$ cat config.mk
export PLATFORM = sky130hd
export DESIGN_NAME = fcc_top
export DESIGN_NICKNAME = d
export VERILOG_FILES = /design/src/common/fcc_pkg.sv /design/src/rtl/fcc_us_tick.sv /design/src/rtl/fcc_top.sv
export SDC_FILE = /design/constraint.sdc
export NUM_CORES = 1
export LEC_CHECK = 0
export BUFFER_PORTS_ARGS = -buffer_cell sky130_fd_sc_hd__buf_2
export CAP_MARGIN = 20
export CELL_PAD_IN_SITES_DETAIL_PLACEMENT = 0
export CELL_PAD_IN_SITES_GLOBAL_PLACEMENT = 1
export CORE_MARGIN = 4
export CORE_UTILIZATION = 45
export DETAILED_ROUTE_END_ITERATION = 16
export MAX_ROUTING_LAYER = met4
export PLACE_DENSITY = 0.89
export SLEW_MARGIN = 40
export SYNTH_ARGS = -nofsm -noshare
export SYNTH_HDL_FRONTEND = slang
export SYNTH_SLANG_ARGS = --single-unit
$ cat constraint.sdc
create_clock -name clock -period 6.3 [get_ports clock]
set_input_delay 1.26 -clock clock [delete_from_list [all_inputs] [get_ports clock]]
set_output_delay 1.26 -clock clock [all_outputs]
set_load 0.02 [all_outputs]
$ cat src/common/fcc_pkg.sv
// Package with register map, field layout, command codes and timing for the flash command controller.
package fcc_pkg;

   // ---------------------------------------------------------------
   // Register map
   // ---------------------------------------------------------------
   localparam logic [7:0] FCC_MODE_OFS    = 8'h60;
   localparam logic [7:0] FCC_COMMAND_OFS = 8'h64;
   localparam logic [7:0] FCC_STATUS_OFS  = 8'h68;
   localparam logic [7:0] FCC_RSVD_OFS    = 8'h6C;
   localparam logic [7:0] FCC_CTRL_OFS    = 8'h70;
   localparam logic [31:0] FCC_MODE_RESET = 32'h0000_0000;

   // ---------------------------------------------------------------
   // Field positions
   // ---------------------------------------------------------------
   localparam int FCC_BIT_READY    = 0;
   localparam int FCC_BIT_LOCKERR  = 2;
   localparam int FCC_BIT_BADCMD   = 3;
   localparam int FCC_BIT_SECURE   = 4;
   localparam int FCC_BIT_SKIP     = 7;
   localparam int FCC_WS_LSB       = 8;
   localparam int FCC_CPU_LSB      = 16;
   localparam int FCC_GP_LSB       = 8;
   localparam int FCC_LOCKS_LSB    = 16;
   localparam int FCC_KEY_LSB      = 24;
   localparam int FCC_PAGE_LSB     = 8;
   localparam int FCC_CMD_LSB      = 0;
   localparam logic [7:0] FCC_KEY  = 8'h5A;

   // ---------------------------------------------------------------
   // Sizes and timing
   // ---------------------------------------------------------------
   localparam int FCC_NUM_GP       = 2;
   localparam int FCC_NUM_REGIONS  = 8;
   localparam int FCC_PAGES_PER_RG = 32;
   localparam int FCC_PROG_US      = 4;
   localparam int FCC_ERASE_US     = 10;
   localparam int FCC_NVM_US       = 1;
   localparam int FCC_WIPE_DELAY   = 16;

   // ---------------------------------------------------------------
   // Commands, states and carriers
   // ---------------------------------------------------------------
   typedef enum logic [3:0] {
      FCC_CMD_NONE   = 4'h0,
      FCC_CMD_WRITE  = 4'h1,
      FCC_CMD_LOCK   = 4'h2,
      FCC_CMD_WLOCK  = 4'h3,
      FCC_CMD_UNLOCK = 4'h4,
      FCC_CMD_WIPE   = 4'h8,
      FCC_CMD_GPSET  = 4'hB,
      FCC_CMD_GPCLR  = 4'hD,
      FCC_CMD_SECURE = 4'hF
   } fcc_cmd_e;

   typedef enum logic [4:0] {
      FCC_ST_IDLE  = 5'b00001,
      FCC_ST_ERASE = 5'b00010,
      FCC_ST_PROG  = 5'b00100,
      FCC_ST_NVM   = 5'b01000,
      FCC_ST_XWIPE = 5'b10000
   } fcc_state_e;

   typedef struct packed {
      logic        skip_page_erase;
      logic [1:0]  wait_state_count;
      logic [7:0]  cycles_per_microsecond;
      logic [3:0]  irq_enable;
   } fcc_mode_s;

   typedef struct packed {
      logic [7:0]  key;
      logic [9:0]  page_index;
      logic [3:0]  command_code;
   } fcc_command_s;

endpackage

$ cat src/rtl/fcc_us_tick.sv
// Microsecond tick divider driven by the programmed cycles-per-microsecond value.
`timescale 1ns/1ps
`default_nettype none
module fcc_us_tick
(
   input  wire logic       clock,
   input  wire logic       reset_n,
   input  wire logic       run,
   input  wire logic [7:0] cycles_per_microsecond,
   output logic            tick
);
   logic [7:0] count_r;

   // ---------------------------------------------------------------
   // Divider
   // ---------------------------------------------------------------
   // A zero setting ticks every cycle, which suits very slow clocks.
   always_ff @(posedge clock or negedge reset_n)
   begin
      if (!reset_n)
         count_r <= 8'h00;
      else if (!run || count_r + 8'h01 >= cycles_per_microsecond)
         count_r <= 8'h00;
      else
         count_r <= count_r + 8'h01;
   end

   assign tick = run && (count_r + 8'h01 >= cycles_per_microsecond);
endmodule
`default_nettype wire

$ cat src/rtl/fcc_top.sv
// Flash command controller: mode, command and status registers with operation sequencing.
`timescale 1ns/1ps
`default_nettype none
module fcc_top
(
   input  wire logic        clock,
   input  wire logic        reset_n,
   input  wire logic [7:0]  reg_addr,
   input  wire logic [31:0] reg_wdata,
   input  wire logic        reg_write,
   input  wire logic        reg_read,
   output logic [31:0]      reg_rdata,
   input  wire logic        erase_pin,
   output logic             irq,
   output logic             debug_port_enable,
   output logic             read_access_allowed,
   output logic [1:0]       read_cycles_m1,
   output logic [1:0]       write_cycles_m1,
   output logic             array_erase_page,
   output logic             array_program_page,
   output logic             array_erase_all,
   output logic [9:0]       array_page
);
   fcc_pkg::fcc_mode_s    mode_r;
   fcc_pkg::fcc_command_s cmd_in;
   fcc_pkg::fcc_state_e   state_r;
   fcc_pkg::fcc_state_e   state_nxt;
   logic                         ready_r;
   logic                         lock_err_r;
   logic                         bad_cmd_r;
   logic                         secure_r;
   logic [fcc_pkg::FCC_NUM_GP-1:0]      gp_cell_r;
   logic [fcc_pkg::FCC_NUM_REGIONS-1:0] lock_cell_r;
   logic [3:0]                   op_code_r;
   logic [9:0]                   op_page_r;
   logic [7:0]                   us_left_r;
   logic [2:0]                   pin_sync_r;
   logic                         pin_level_r;
   logic                         pin_rise;
   logic                         tick;
   logic                         cmd_write;
   logic                         status_read;
   logic                         key_ok;
   logic                         code_ok;
   logic                         accept;
   logic                         op_done;
   logic                         region_locked;
   logic [2:0]                   op_region;
   logic [31:0]                  status_word;
   logic [31:0]                  mode_word;

   // ---------------------------------------------------------------
   // Decoding helpers
   // ---------------------------------------------------------------
   function automatic logic code_defined(input logic [3:0] code);
      case (code)
         fcc_pkg::FCC_CMD_WRITE,
         fcc_pkg::FCC_CMD_LOCK,
         fcc_pkg::FCC_CMD_WLOCK,
         fcc_pkg::FCC_CMD_UNLOCK,
         fcc_pkg::FCC_CMD_WIPE,
         fcc_pkg::FCC_CMD_GPSET,
         fcc_pkg::FCC_CMD_GPCLR,
         fcc_pkg::FCC_CMD_SECURE:
            code_defined = 1'b1;
         default:
            code_defined = 1'b0;
      endcase
   endfunction

   function automatic logic [2:0] region_of(input logic [9:0] page);
      region_of = 3'(page / 10'(fcc_pkg::FCC_PAGES_PER_RG));
   endfunction

   function automatic logic [7:0] delay_of(input logic [3:0] code);
      case (code)
         fcc_pkg::FCC_CMD_WIPE:
            delay_of = 8'(fcc_pkg::FCC_ERASE_US);
         fcc_pkg::FCC_CMD_WRITE,
         fcc_pkg::FCC_CMD_WLOCK:
            delay_of = 8'(fcc_pkg::FCC_PROG_US);
         default:
            delay_of = 8'(fcc_pkg::FCC_NVM_US);
      endcase
   endfunction

   assign cmd_in      = {reg_wdata[31:24], reg_wdata[17:8], reg_wdata[3:0]};
   assign cmd_write   = reg_write && reg_addr == fcc_pkg::FCC_COMMAND_OFS;
   assign status_read = reg_read && reg_addr == fcc_pkg::FCC_STATUS_OFS;
   assign key_ok      = cmd_in.key == fcc_pkg::FCC_KEY;
   assign code_ok     = code_defined(cmd_in.command_code);
   // Commands written while busy are dropped; software waits for ready.
   assign accept      = cmd_write && key_ok && code_ok && state_r == fcc_pkg::FCC_ST_IDLE;
   assign op_region   = region_of(op_page_r);
   assign region_locked = ~lock_cell_r[op_region];

   // ---------------------------------------------------------------
   // Erase pin synchroniser
   // ---------------------------------------------------------------
   always_ff @(posedge clock or negedge reset_n)
   begin
      if (!reset_n)
         pin_sync_r <= 3'b000;
      else
         pin_sync_r <= {pin_sync_r[1:0], erase_pin};
   end

   always_ff @(posedge clock or negedge reset_n)
   begin
      if (!reset_n)
         pin_level_r <= 1'b0;
      else if (pin_sync_r[1] == pin_sync_r[2])
         pin_level_r <= pin_sync_r[2];
   end

   assign pin_rise = pin_sync_r[1] && pin_sync_r[2] && !pin_level_r;

   // ---------------------------------------------------------------
   // Mode register
   // ---------------------------------------------------------------
   always_ff @(posedge clock or negedge reset_n)
   begin
      if (!reset_n)
         mode_r <= fcc_pkg::fcc_mode_s'(15'(fcc_pkg::FCC_MODE_RESET));
      else if (reg_write && reg_addr == fcc_pkg::FCC_MODE_OFS)
      begin
         mode_r.skip_page_erase        <= reg_wdata[fcc_pkg::FCC_BIT_SKIP];
         mode_r.wait_state_count       <= reg_wdata[fcc_pkg::FCC_WS_LSB +: 2];
         mode_r.cycles_per_microsecond <= reg_wdata[fcc_pkg::FCC_CPU_LSB +: 8];
         mode_r.irq_enable             <= {reg_wdata[3:2], 1'b0, reg_wdata[0]};
      end
   end

   assign read_cycles_m1  = mode_r.wait_state_count;
   assign write_cycles_m1 = (mode_r.wait_state_count == 2'd3) ? 2'd3 : mode_r.wait_state_count + 2'd1;

   // ---------------------------------------------------------------
   // Microsecond timing
   // ---------------------------------------------------------------
   fcc_us_tick fcc_us_tick_inst
   (
      .clock                  (clock),
      .reset_n                (reset_n),
      .run                    (state_r != fcc_pkg::FCC_ST_IDLE),
      .cycles_per_microsecond (mode_r.cycles_per_microsecond),
      .tick                   (tick)
   );

   assign op_done = tick && us_left_r == 8'd1;

   // ---------------------------------------------------------------
   // Sequencer
   // ---------------------------------------------------------------
   always_comb
   begin
      state_nxt = state_r;
      case (state_r)
         fcc_pkg::FCC_ST_IDLE:
            if (pin_rise)
               state_nxt = fcc_pkg::FCC_ST_XWIPE;
            else if (accept)
            begin
               case (cmd_in.command_code)
                  fcc_pkg::FCC_CMD_WRITE,
                  fcc_pkg::FCC_CMD_WLOCK:
                     state_nxt = mode_r.skip_page_erase ? fcc_pkg::FCC_ST_PROG : fcc_pkg::FCC_ST_ERASE;
                  fcc_pkg::FCC_CMD_WIPE:
                     state_nxt = fcc_pkg::FCC_ST_ERASE;
                  default:
                     state_nxt = fcc_pkg::FCC_ST_NVM;
               endcase
            end
         fcc_pkg::FCC_ST_ERASE:
            if (op_done)
               state_nxt = (op_code_r == fcc_pkg::FCC_CMD_WIPE) ? fcc_pkg::FCC_ST_IDLE : fcc_pkg::FCC_ST_PROG;
         fcc_pkg::FCC_ST_PROG,
         fcc_pkg::FCC_ST_NVM,
         fcc_pkg::FCC_ST_XWIPE:
            if (op_done)
               state_nxt = fcc_pkg::FCC_ST_IDLE;
         default:
            state_nxt = fcc_pkg::FCC_ST_IDLE;
      endcase
      // Locked targets cancel the operation before it touches the array.
      if (state_r == fcc_pkg::FCC_ST_ERASE || state_r == fcc_pkg::FCC_ST_PROG)
      begin
         if (op_code_r == fcc_pkg::FCC_CMD_WIPE ? lock_cell_r != '1 : region_locked)
            state_nxt = fcc_pkg::FCC_ST_IDLE;
      end
   end

   always_ff @(posedge clock or negedge reset_n)
   begin
      if (!reset_n)
         state_r <= fcc_pkg::FCC_ST_IDLE;
      else
         state_r <= state_nxt;
   end

   always_ff @(posedge clock or negedge reset_n)
   begin
      if (!reset_n)
      begin
         op_code_r <= 4'h0;
         op_page_r <= 10'h000;
         us_left_r <= 8'h00;
      end
      else if (state_r == fcc_pkg::FCC_ST_IDLE && pin_rise)
         us_left_r <= 8'(fcc_pkg::FCC_WIPE_DELAY);
      else if (accept)
      begin
         op_code_r <= cmd_in.command_code;
         op_page_r <= cmd_in.page_index;
         us_left_r <= delay_of(cmd_in.command_code);
      end
      else if (state_nxt != state_r && state_nxt == fcc_pkg::FCC_ST_PROG)
         us_left_r <= 8'(fcc_pkg::FCC_PROG_US);
      else if (tick && us_left_r != 8'h00)
         us_left_r <= us_left_r - 8'h01;
   end

   // ---------------------------------------------------------------
   // Nonvolatile bits
   // ---------------------------------------------------------------
   // Cells are modelled as flops erased to one; a real part reloads them from the array.
   generate
      for (genvar g = 0; g < fcc_pkg::FCC_NUM_GP; g++)
      begin : g_gp
         always_ff @(posedge clock or negedge reset_n)
         begin
            if (!reset_n)
               gp_cell_r[g] <= 1'b1;
            else if (state_r == fcc_pkg::FCC_ST_XWIPE && op_done)
               gp_cell_r[g] <= 1'b1;
            else if (state_r == fcc_pkg::FCC_ST_NVM && op_done && op_page_r == 10'(g))
            begin
               if (op_code_r == fcc_pkg::FCC_CMD_GPSET)
                  gp_cell_r[g] <= 1'b0;
               else if (op_code_r == fcc_pkg::FCC_CMD_GPCLR)
                  gp_cell_r[g] <= 1'b1;
            end
         end
      end
      for (genvar r = 0; r < fcc_pkg::FCC_NUM_REGIONS; r++)
      begin : g_lock
         always_ff @(posedge clock or negedge reset_n)
         begin
            if (!reset_n)
               lock_cell_r[r] <= 1'b1;
            else if (state_r == fcc_pkg::FCC_ST_XWIPE && op_done)
               lock_cell_r[r] <= 1'b1;
            else if (op_done && op_region == 3'(r))
            begin
               if (state_r == fcc_pkg::FCC_ST_NVM && op_code_r == fcc_pkg::FCC_CMD_LOCK)
                  lock_cell_r[r] <= 1'b0;
               else if (state_r == fcc_pkg::FCC_ST_NVM && op_code_r == fcc_pkg::FCC_CMD_UNLOCK)
                  lock_cell_r[r] <= 1'b1;
               else if (state_r == fcc_pkg::FCC_ST_PROG && op_code_r == fcc_pkg::FCC_CMD_WLOCK)
                  lock_cell_r[r] <= 1'b0;
            end
         end
      end
   endgenerate

   always_ff @(posedge clock or negedge reset_n)
   begin
      if (!reset_n)
         secure_r <= 1'b0;
      else if (state_r == fcc_pkg::FCC_ST_XWIPE && op_done)
         secure_r <= 1'b0;
      else if (state_r == fcc_pkg::FCC_ST_NVM && op_done && op_code_r == fcc_pkg::FCC_CMD_SECURE)
         secure_r <= 1'b1;
   end

   assign debug_port_enable   = !secure_r;
   assign read_access_allowed = state_r != fcc_pkg::FCC_ST_ERASE && state_r != fcc_pkg::FCC_ST_PROG
                                && state_r != fcc_pkg::FCC_ST_XWIPE;
   assign array_erase_page    = state_r == fcc_pkg::FCC_ST_ERASE && op_code_r != fcc_pkg::FCC_CMD_WIPE
                                && !region_locked;
   assign array_program_page  = state_r == fcc_pkg::FCC_ST_PROG && !region_locked;
   assign array_erase_all     = state_r == fcc_pkg::FCC_ST_XWIPE
                                || (state_r == fcc_pkg::FCC_ST_ERASE && op_code_r == fcc_pkg::FCC_CMD_WIPE
                                    && lock_cell_r == '1);
   assign array_page          = op_page_r;

   // ---------------------------------------------------------------
   // Status flags
   // ---------------------------------------------------------------
   always_ff @(posedge clock or negedge reset_n)
   begin
      if (!reset_n)
         ready_r <= 1'b1;
      else if (accept || (state_r == fcc_pkg::FCC_ST_IDLE && pin_rise))
         ready_r <= 1'b0;
      else if (state_r != fcc_pkg::FCC_ST_IDLE && state_nxt == fcc_pkg::FCC_ST_IDLE)
         ready_r <= 1'b1;
   end

   // Setting wins over the clear-on-read in the same cycle.
   always_ff @(posedge clock or negedge reset_n)
   begin
      if (!reset_n)
         bad_cmd_r <= 1'b0;
      else if (cmd_write && (!key_ok || (!code_ok && cmd_in.command_code != 4'h0)))
         bad_cmd_r <= 1'b1;
      else if (status_read)
         bad_cmd_r <= 1'b0;
   end

   always_ff @(posedge clock or negedge reset_n)
   begin
      if (!reset_n)
         lock_err_r <= 1'b0;
      else if ((state_r == fcc_pkg::FCC_ST_ERASE || state_r == fcc_pkg::FCC_ST_PROG)
               && (op_code_r == fcc_pkg::FCC_CMD_WIPE ? lock_cell_r != '1 : region_locked))
         lock_err_r <= 1'b1;
      else if (status_read)
         lock_err_r <= 1'b0;
   end

   assign irq = (ready_r && mode_r.irq_enable[0]) || (lock_err_r && mode_r.irq_enable[2])
                || (bad_cmd_r && mode_r.irq_enable[3]);

   // ---------------------------------------------------------------
   // Read data
   // ---------------------------------------------------------------
   always_comb
   begin
      status_word = 32'h0000_0000;
      status_word[fcc_pkg::FCC_BIT_READY]   = ready_r;
      status_word[fcc_pkg::FCC_BIT_LOCKERR] = lock_err_r;
      status_word[fcc_pkg::FCC_BIT_BADCMD]  = bad_cmd_r;
      status_word[fcc_pkg::FCC_BIT_SECURE]  = secure_r;
      status_word[fcc_pkg::FCC_GP_LSB +: fcc_pkg::FCC_NUM_GP]         = ~gp_cell_r;
      status_word[fcc_pkg::FCC_LOCKS_LSB +: fcc_pkg::FCC_NUM_REGIONS] = ~lock_cell_r;
      mode_word = 32'h0000_0000;
      mode_word[fcc_pkg::FCC_BIT_SKIP]        = mode_r.skip_page_erase;
      mode_word[fcc_pkg::FCC_WS_LSB +: 2]     = mode_r.wait_state_count;
      mode_word[fcc_pkg::FCC_CPU_LSB +: 8]    = mode_r.cycles_per_microsecond;
      mode_word[3:0]                          = mode_r.irq_enable;
   end

   always_ff @(posedge clock or negedge reset_n)
   begin
      if (!reset_n)
         reg_rdata <= 32'h0000_0000;
      else if (reg_read && reg_addr == fcc_pkg::FCC_MODE_OFS)
         reg_rdata <= mode_word;
      else if (status_read)
         reg_rdata <= status_word;
      else
         reg_rdata <= 32'h0000_0000;
   end

   // ---------------------------------------------------------------
   // Checks
   // ---------------------------------------------------------------
   a_busy_after_cmd: assert property (@(posedge clock) disable iff (!reset_n)
      accept |=> !ready_r) else $error("ready not cleared by command");
   a_bad_key_flag: assert property (@(posedge clock) disable iff (!reset_n)
      (cmd_write && !key_ok) |=> bad_cmd_r) else $error("bad key not flagged");
   a_bad_key_idle: assert property (@(posedge clock) disable iff (!reset_n)
      (cmd_write && !key_ok && state_r == fcc_pkg::FCC_ST_IDLE && !pin_rise) |=> state_r == fcc_pkg::FCC_ST_IDLE)
      else $error("bad key started work");
   a_nop_quiet: assert property (@(posedge clock) disable iff (!reset_n)
      (cmd_write && key_ok && cmd_in.command_code == 4'h0 && !bad_cmd_r) |=> !bad_cmd_r)
      else $error("no-op raised error");
   a_flag_on_read: assert property (@(posedge clock) disable iff (!reset_n)
      (status_read && !cmd_write) |=> !bad_cmd_r) else $error("error flag not cleared");
   a_secure_sticky: assert property (@(posedge clock) disable iff (!reset_n)
      ($fell(secure_r)) |-> $past(state_r) == fcc_pkg::FCC_ST_XWIPE) else $error("security cleared by command");
   a_secure_ports: assert property (@(posedge clock) disable iff (!reset_n)
      secure_r |-> !debug_port_enable) else $error("ports open while secure");
   a_irq_masked: assert property (@(posedge clock) disable iff (!reset_n)
      (mode_r.irq_enable == 4'h0) |-> !irq) else $error("irq without enable");
   a_gp_set_done: assert property (@(posedge clock) disable iff (!reset_n)
      (accept && cmd_in.command_code == fcc_pkg::FCC_CMD_GPSET && cmd_in.page_index == 10'd0
       && mode_r.cycles_per_microsecond == 8'd1 && !pin_rise) |-> ##2 !gp_cell_r[0])
      else $error("gp set not applied");
   a_wait_write: assert property (@(posedge clock) disable iff (!reset_n)
      (mode_r.wait_state_count == 2'd3) |-> write_cycles_m1 == 2'd3) else $error("write cycles wrong");
endmodule
`default_nettype wire

Yosys cells after proc, flatten, opt, wreduce, memory -nomap -nowiden

Memory sizes are Yosys's and may differ from the RTL's.
Index checks and enable logic that the tools add are counted.

Bits in read-only memories: 16
Output and inout bits: 52
Bits of input ports: 45
Memories kept: 1
Flip-flop bits (word level): 99

Reduce and logical (&&, ||, !) cells: 90
Bitwise logic cells: 4
Equal/unequal tests: 40
Order comparisons: 2
Multiplexer cells: 54
$add $sub $neg: 3

Memory list:

| memory           | depth | width | read ports | clocked after Yosys merged registers in | wr ports | RTL line      | RTL |
|---|---|---|---|---|---|---|---|
| (name not given) | 16    | 1     | 1          | 0                                       | 0        | fcc_top.sv:56 | `case (code)` |

Operators by type and width:

| cell                | count |
|---|---|
| $mux 24             | 2 |
| $logic_and 1x1->1   | 44 |
| $mux 8              | 5 |
| $mux 1              | 34 |
| $eq 8x7->1 const B  | 4 |
| $mux 5              | 6 |
| $reduce_bool 2->1   | 14 |
| $reduce_and 2->1    | 11 |
| $eq 4x4->1 const B  | 5 |
| $pmux 4 s2          | 2 |
| $pmux 5 s3          | 1 |
| $eq 3x3->1 const B  | 4 |
| $eq 4x2->1 const B  | 3 |
| $reduce_bool 4->1   | 3 |
| $eq 10x1->1 const B | 1 |
| $eq 5x1->1 const B  | 2 |
| $eq 5x3->1 const B  | 2 |
| $logic_not 10->1    | 1 |
| $add 8x1->8 const B | 1 |
| $eq 8x1->1 const B  | 1 |
| $eq 8x8->1 const B  | 1 |
| $ge 8x8->1          | 1 |
| $ne 8x8->1 const B  | 1 |
| $not 8->8           | 1 |
| other kinds (30)    | 43 |

Longest topological paths before layout

Gate-level depths: netlist of the first run.

Depth in word-level cells: 15
Gate-level depth with buffers: 12
Gate-level depth less buffers: 11

Cells and area by module

Synthesis of the first run repeated with hierarchy kept, for this count alone.

Cell total of the unflattened synthesis: 483
Area, all modules: 4636.9 um2

By module, submodules not included:

| module      | instances | area an instance (um2) | cells an instance | seq. area each (um2) |
|---|---|---|---|---|
| fcc_top     | 1         | 4043.9                 | 424               | 1866.8 |
| fcc_us_tick | 1         | 593.1                  | 59                | 200.2 |

Worst setup path before layout of the first run

No wires, ideal clock.

Kind: input to register
From: in reg_addr[1]
To: reg op_page_r[5], in the netlist array_page[5]
Cell stages on the path: 6
Data required time: 6175 ps
Setup slack: 3138 ps
Arrival time: 3037 ps
Path buffers: 1
Cell sequence: or4b_1 nor3_2 nand3_1 nor2_4 buf_4 mux2_2

Longest elaborated chain between the ends: 6

RTL lines:

| what                              | RTL line       | RTL |
|---|---|---|
| from (decl)                       | fcc_top.sv:8   | `input wire logic [7:0] reg_addr,` |
| $eq 8x7->1                        | fcc_top.sv:88  | `assign cmd_write = reg_write && reg_addr == fcc_pkg::FCC_COMMAND_OFS;` |
| $logic_and 1x1->1                 | fcc_top.sv:88  |  |
| $logic_and 1x1->1 (3 in a row)    | fcc_top.sv:93  | `assign accept = cmd_write && key_ok && code_ok && state_r == fcc_pkg::FCC_ST_IDLE;` |
| $reduce_and 2->1 (no source line) | -              |  |
| to (signal assigned)              | fcc_top.sv:213 | `op_page_r <= cmd_in.page_index;` |
| to (decl)                         | fcc_top.sv:35  | `logic [9:0] op_page_r;` |

No other way between the ends.
A chain may end at the register's enable or synchronous reset.

Worst setup path in the final report of the first run

From: reg op_code_r[2]
To: out array_erase_all

Longest elaborated chain between the ends: 4

RTL lines:

| what                   | RTL line       | RTL |
|---|---|---|
| from (decl)            | fcc_top.sv:34  | `logic [3:0] op_code_r;` |
| from (signal assigned) | fcc_top.sv:212 | `op_code_r <= cmd_in.command_code;` |
| $eq 4x4->1             | fcc_top.sv:282 | `\|\| (state_r == fcc_pkg::FCC_ST_ERASE && op_code_r == fcc_pkg::FCC_CMD_WIPE` |
| $logic_and 1x1->1      | fcc_top.sv:282 |  |
| $logic_and 1x1->1      | fcc_top.sv:283 | `&& lock_cell_r == '1);` |
| $logic_or 1x1->1       | fcc_top.sv:282 |  |
| to (decl)              | fcc_top.sv:21  | `output logic array_erase_all,` |

No other way between the ends.

==> impl_results.md, run 1 <==
* Yosys reg bits at 82
* Setup repair bufs after CTS at 0
* Synth top area cells: dfrtp_1 38%, dfstp_2 6.8%, mux2_2 4.8%
* CP startpoint kind: register
* Synth warn at 0
* Sequential-to-total area share from yosys stat at 44.5%
* TritonCTS buffer count at 9
* Net count, final at 585
* Die Span Y at 110 um
* Maximum vdd drop at 0.127 mV
* Nature of the critical path endpoint: output port
* Root buf cell: clkbuf_8
* TritonCTS clock tree: built
* Achievable frequency at 270 MHz
* Post-DRT Antenna Nets at 0
* CP max stage cell: nor4b_2
* Lkg Pwr at 2.48 nW
* Number of flops mapped to enable cells by yosys at 0
* Crit-path cells: nor4b_2 -> inv_1 -> nor3_1 -> inv_1 -> o21ai_0 -> buf_2
* Avg WL per Cell at 15.9 um
* Slew Viols, Final at 0
* Max-Cap Viols at 0
* Least-Margin Pin Slew at 0.715 ns
* Post-route minimum period at 3.70 ns
* Overflow after GRT at 0
* Synthesis-to-layout area growth at 12.7%
* PostCTS Resize Cnt at 0
* Initial Util at 46.9%
* Type of the worst min-delay path: register to register
* Gr usage total at 18.8%
* Post-CTS Hold Buffers at 0
* Clock sinks at 82
* Maximum clock path buffer count at 2
* Largest area contributor in the netlist: dfrtp_1
* Initial antenna violation count at 0
* Final setup TNS at 0 ns
* Die X-Extent at 110 um
* PortBufs at 76
* RSZ-0062 raised after global routing: false
* Core area at 0.00991 mm^2
* Cell mode on critical path: inv_1
* Pin count of the biggest net entering global routing at 83
* Residual DRC at 0
* Unique masters post-synth at 74
* Count leader, synth: dfrtp_1
* CP required at 5.04 ns
* H-tree Lvls at 3
* Crit path max fanout at 9
* Final cell count without fillers at 663
* Netlist Area Pre-Place at 0.00465 mm^2
* Final setup violation count at 0
* Placer Congestion at 0.837
* Arr. time, crit path at 2.44 ns
* Num rows at 36
* # IOs at 97
* Max stage delay on crit path at 0.54 ns
* Slew Limit Headroom at 52.4%
* Drt pass-1 iters at 6
* Clock Latency Late Sink at 0.37 ns
* Asr flop ratio synth at 100%
* Starting DRT DRC Count at 227
* CTS clk-pin slew, worst paths at 0.09 ns
* Pwr/cell area at 227 mW/mm^2
* ANT cells at 0
* Ratio of cells with drive above 1 in the final layout at 27.7%
* WL final at 10600 um
* Post-DR vias/cell at 5.49
* Inst Count DP at 646
* Worst Skew at 0.0194 ns
* Vias in the first global route at 3623
* Synth top cells by count: 70 x dfrtp_1, 43 x nor2_1, 27 x nand2_1
* Hold Vio Cnt, Final at 0
* Crit path kind: register to output port
* Most used DFF post-synth: dfrtp_1
* Top-area cell type share of the netlist area at 37.7%
* Outcome: finished, final reports clean
* Full die area at 0.0120 mm^2
* Period utilization at 58.8%
* Synth Area per Inst at 10.1 um^2
* Via count at 3638
* Post-Synthesis Cells at 459
* Dpl hpwl at 7870 um
* First-pass GRT wire length at 17400 um
==> final timing paths <==
kind / slack, ns / start / endpoint / cells past startpoint
hold / removal: 0.35 / pin_sync_r[0]$_DFF_PN0_ / pin_sync_r[1]$_DFF_PN0_ / 0
setup reg to reg: 3.18 / fcc_us_tick_inst.count_r[2]$_DFF_PN0_ / lock_cell_r[2]$_DFFE_PN1P_ / 10
max in group asynchronous: 4.94 / reset_n / ready_r$_DFFE_PN1P_ / 2
min in group asynchronous: 0.72 / reset_n / fcc_us_tick_inst.count_r[7]$_DFF_PN0_ / 1
setup / recovery: 2.60 / op_code_r[2]$_DFFE_PN0P_ / array_erase_all / 6
hold reg to reg: 0.35 / pin_sync_r[0]$_DFF_PN0_ / pin_sync_r[1]$_DFF_PN0_ / 0
==> worst max-delay path: cells and delay by family (launching register included) <==
family	cells	cell delay, ns
DFF	1	0.50
AOI/OAI and AO/OA	1	0.26
and+or+nand+nor	2	0.94
buffers and inverters	3	0.38
==> cell type report <==
class,instances,area (um^2)
clock buffers,11,131
clock inverters,5,62.6
fillers,903,4670
inverters,25,93.8
multi-input cells,329,2300
flip-flops and latches,82,2070
well taps,133,166
repair buffers,78,422
==> stage by stage <==
step / total power [mW] / cell area, um^2 / hold slack [ns] / setup slack [ns] / utilization (%)
after floorplan: 0.751 / 4710 / 0.331 / 3.14 / -
after global routing: 1.26 / 5240 / 0.372 / 2.34 / 52.9
final: 1.19 / 5240 / 0.352 / 2.60 / 52.9
after detailed placement: 0.817 / 5020 / 0.337 / 2.81 / 50.6
after CTS: 1.20 / 5210 / 0.356 / 2.63 / 52.6
after global placement: 0.806 / 5000 / 0.335 / 2.83 / 50.5
==> placed cells by master (no fill, tap or decap), types with 9 or more instances in the layout <==
master	count
a211oi_1	9
a21oi_1	9
and3_1	9
buf_2	75
clkbuf_8	9
conb_1	17
dfrtp_1	70
dfstp_2	12
ha_1	15
inv_1	25
mux2_2	20
mux2i_1	9
nand2_1	27
nand3_1	13
nand4_1	13
nor2_1	43
nor3_1	15
o21ai_0	26
==> logic make-up (layout without fill, tap and decap cells) <==
group                    Yosys count  count (layout)  synth area share (%)
AND/OR/NAND/NOR                  172             172                  20.8
multiplexers                      31              31                  7.75
AO/OA/AOI/OAI                     83              83                  12.9
flip-flops                        82              82                  44.5
other                              1              17                0.0807
adder cells (fa/ha/maj)           15              15                  4.04
buffers and inverters             64             119                  7.84
XOR/XNOR                          11              11                  2.07
==> state kept, by name, indices dropped and copies added (netlist names) <==
register,count
lock_cell_r,8
gp_cell_r,2
mode_r,12
reg_rdata,15
secure_r,1
ready_r,1
pin_sync_r,3
read_cycles_m1,2
us_left_r,8
fcc_us_tick_inst.count_r,8
lock_err_r,1
array_page,10
state_r,5
op_code_r,4
pin_level_r,1
bad_cmd_r,1
==> power by group <==
group | internal (mW) | switching (mW)
registers | 0.556 | 0.0271
logic | 0.0806 | 0.145
clock network | 0.186 | 0.197
total | 0.822 | 0.369
==> metal layers <==
metal / part of all wire, % / track usage (%) / vias up / wire (um)
met5: 0 / - / - / 0
met1: 46 / 25.5 / 1773 / 4870
met3: 6.0 / 4.35 / 7 / 631
met2: 47 / 29.6 / 99 / 4990
met4: 0.75 / 2.94 / 0 / 79
li1: - / - / 1759 / -
(Power assumes the default switching activity.)
==> run 2, diff against run 1 <==
--- a/config.mk
+++ b/config.mk
@@ -10,10 +10,10 @@
 export CELL_PAD_IN_SITES_DETAIL_PLACEMENT = 0
 export CELL_PAD_IN_SITES_GLOBAL_PLACEMENT = 1
 export CORE_MARGIN = 4
-export CORE_UTILIZATION = 45
+export CORE_UTILIZATION = 42
 export DETAILED_ROUTE_END_ITERATION = 16
 export MAX_ROUTING_LAYER = met4
-export PLACE_DENSITY = 0.89
+export PLACE_DENSITY = 0.85
 export SLEW_MARGIN = 40
 export SYNTH_ARGS = -nofsm -noshare
 export SYNTH_HDL_FRONTEND = slang
==> constraint.sdc (replaced) <==
create_clock -name clock -period 3.79 [get_ports clock]
set_input_delay 0.758 -clock clock [delete_from_list [all_inputs] [get_ports clock]]
set_output_delay 0.758 -clock clock [all_outputs]
set_load 0.02 [all_outputs]
==> impl_results.md, run 2 (synthesis results as in run 1) <==
* Avg WL per Cell at 16.2 um (was 15.9 um)
* Clock sinks at 82 (unchanged)
* Initial antenna violation count at 0 (unchanged)
* Outcome: finished, final reports clean (unchanged)
* Max-Cap Viols at 0 (unchanged)
* Final core occ at 48.7% (was 52.9%)
* Core area at 0.0108 mm^2 (was 0.00991 mm^2)
* Post-DR vias/cell at 5.42 (was 5.49)
* RSZ-0062 raised after global routing: false (unchanged)
* Slew Limit Headroom at 52.4% (about the same)
* Residual DRC at 0 (unchanged)
* CP startpoint kind: register (unchanged)
* Worst Skew at 0.0101 ns (was 0.0194 ns)
* Clock Latency Late Sink at 0.35 ns (was 0.37 ns)
* WL final at 10900 um (was 10600 um)
* Pin count of the biggest net entering global routing at 83 (unchanged)
* Nature of the critical path endpoint: output port (unchanged)
* CTS clk-pin slew, worst paths at 0.09 ns (about the same)
* Hold Slack at 0.343 ns (was 0.352 ns)
* Slew Viols, Final at 0 (unchanged)
* Pwr/cell area at 398 mW/mm^2 (was 227 mW/mm^2)
* Drt pass-1 iters at 4 (was 6)
* Gr usage total at 17.7% (was 18.8%)
* PortBufs at 76 (unchanged)
* Placer Congestion at 0.833 (was 0.837)
* Initial Util at 42.9% (was 46.9%)
* Root buf cell: clkbuf_8 (unchanged)
* Least-Margin Pin Slew at 0.714 ns (was 0.715 ns)
* Full die area at 0.0128 mm^2 (was 0.0120 mm^2)
* Final setup TNS at 0 ns (unchanged)
* Crit-path cells: nor4b_2 -> inv_1 -> nor3_1 -> inv_1 -> o21ai_0 -> buf_2 (unchanged)
* Synthesis-to-layout area growth at 13.7% (was 12.7%)
* Lkg Pwr at 2.51 nW (was 2.48 nW)
* Hold Vio Cnt, Final at 0 (unchanged)
* Die X-Extent at 113 um (was 110 um)
* Commonest non-fill, non-tap cell in the layout: buf_2 (unchanged)
* Via count at 3644 (was 3638)
* TritonCTS clock tree: built (unchanged)
* # IOs at 97 (unchanged)
* Commonest cells after routing, fill and taps aside: 75 x buf_2, 70 x dfrtp_1, 43 x nor2_1, 27 x nand2_1, 26 x o21ai_0 (unchanged)
* Overflow after GRT at 0 (unchanged)
* CP required at 3.03 ns (was 5.04 ns)
* Max stage delay on crit path at 0.53 ns (was 0.54 ns)
* Number of flip-flops in the largest register at 15 (unchanged)
* Type of the worst min-delay path: register to register (unchanged)
* Final Power at 2.10 mW (was 1.19 mW)
* Period utilization at 84.7%
* Final setup violation count at 0 (unchanged)
* Buf+Inv Stages, Crit Path at 3 (unchanged)
* Crit path kind: register to output port (unchanged)
* Cell mode on critical path: inv_1 (unchanged)
* Setup repair bufs after CTS at 0 (unchanged)
* Arr. time, crit path at 2.45 ns (was 2.44 ns)
* Largest reg by FF count: reg_rdata (unchanged)
* H-tree Lvls at 3 (unchanged)
* Maximum clock path buffer count at 2 (unchanged)
* Delay-heaviest family, CP: simple AND/OR/NAND/NOR gates (unchanged)
* Vias in the first global route at 3608 (was 3623)
* Achievable frequency at 312 MHz
* Net count, final at 587 (was 585)
* Post-DRT Antenna Nets at 0 (unchanged)
* Ratio of cells with drive above 1 in the final layout at 27.8% (was 27.7%)
* Post-CTS Hold Buffers at 0 (unchanged)
* Starting DRT DRC Count at 197 (was 227)
* Crit path max fanout at 9 (unchanged)
* Die Span Y at 113 um (was 110 um)
* ANT cells at 0 (unchanged)
* TritonCTS buffer count at 9 (unchanged)
* Num rows at 38 (was 36)
* Maximum vdd drop at 0.188 mV (was 0.127 mV)
* CP max stage cell: nor4b_2 (unchanged)
* PostCTS Resize Cnt at 0 (unchanged)
* Post-route minimum period at 3.21 ns
* First-pass GRT wire length at 18000 um (was 17400 um)
* Dpl hpwl at 7920 um (was 7870 um)
## run 2: report_power, final
part | leakage [nW] | switching, mW | total (mW) | internal (mW)
clock network | 0.118 | 0.325 | 0.763 | 0.439
registers | 1.03 | 0.0455 | 0.970 | 0.924
logic | 1.36 | 0.240 | 0.372 | 0.132
## run 2: cell type report
cell class	instances	area, um^2
Fill cell	1029	5560
Clock buffer	11	131
Timing Repair Buffer	80	419
Sequential cell	82	2070
Inverter	25	93.8
Multi-Input combinational cell	329	2290
Tap cell	140	175
Clock inverter	5	104
## run 2: worst reg2reg max path, delay by kind of cell, from the launching register on
kind / cells / cell delay (ns)
DFF: 1 / 0.40
muxes: 1 / 0.23
and+or+nand+nor: 4 / 0.67
AOI/OAI and AO/OA: 3 / 1.25
xor gates and xnor gates: 1 / 0.11
adders and majority gates: 1 / 0.32
## run 2: worst paths after layout
check	endpoint	startpoint	slack, ns	cells past startpoint
setup / recovery	array_erase_all	op_code_r[2]$_DFFE_PN0P_	0.58	6
max in group asynchronous	op_code_r[2]$_DFFE_PN0P_	reset_n	2.89	1
hold / removal	pin_sync_r[1]$_DFF_PN0_	pin_sync_r[0]$_DFF_PN0_	0.34	0
hold reg to reg	pin_sync_r[1]$_DFF_PN0_	pin_sync_r[0]$_DFF_PN0_	0.34	0
min in group asynchronous	fcc_us_tick_inst.count_r[5]$_DFF_PN0_	reset_n	0.43	1
setup reg to reg	lock_cell_r[5]$_DFFE_PN1P_	fcc_us_tick_inst.count_r[0]$_DFF_PN0_	0.73	10
## run 2: stage by stage
stage	setup slack [ns]	std cells	instance area (um^2)
final	0.581	672	5280
after global routing	0.285	672	5280
after CTS	0.555	672	5280
after detailed placement	0.777	656	5040
after global placement	0.719	656	5030
after floorplan	1.13	475	4710
## run 2: per-layer routing
layer | wire length, um | share of wire, % | vias up | GRT usage [%]
li1 | - | - | 1764 | -
met1 | 5280 | 48 | 1779 | 24.8
met2 | 5000 | 46 | 91 | 27.3
met3 | 498 | 4.6 | 10 | 3.16
met4 | 107 | 0.98 | 0 | 3.77
met5 | 0 | 0 | - | -
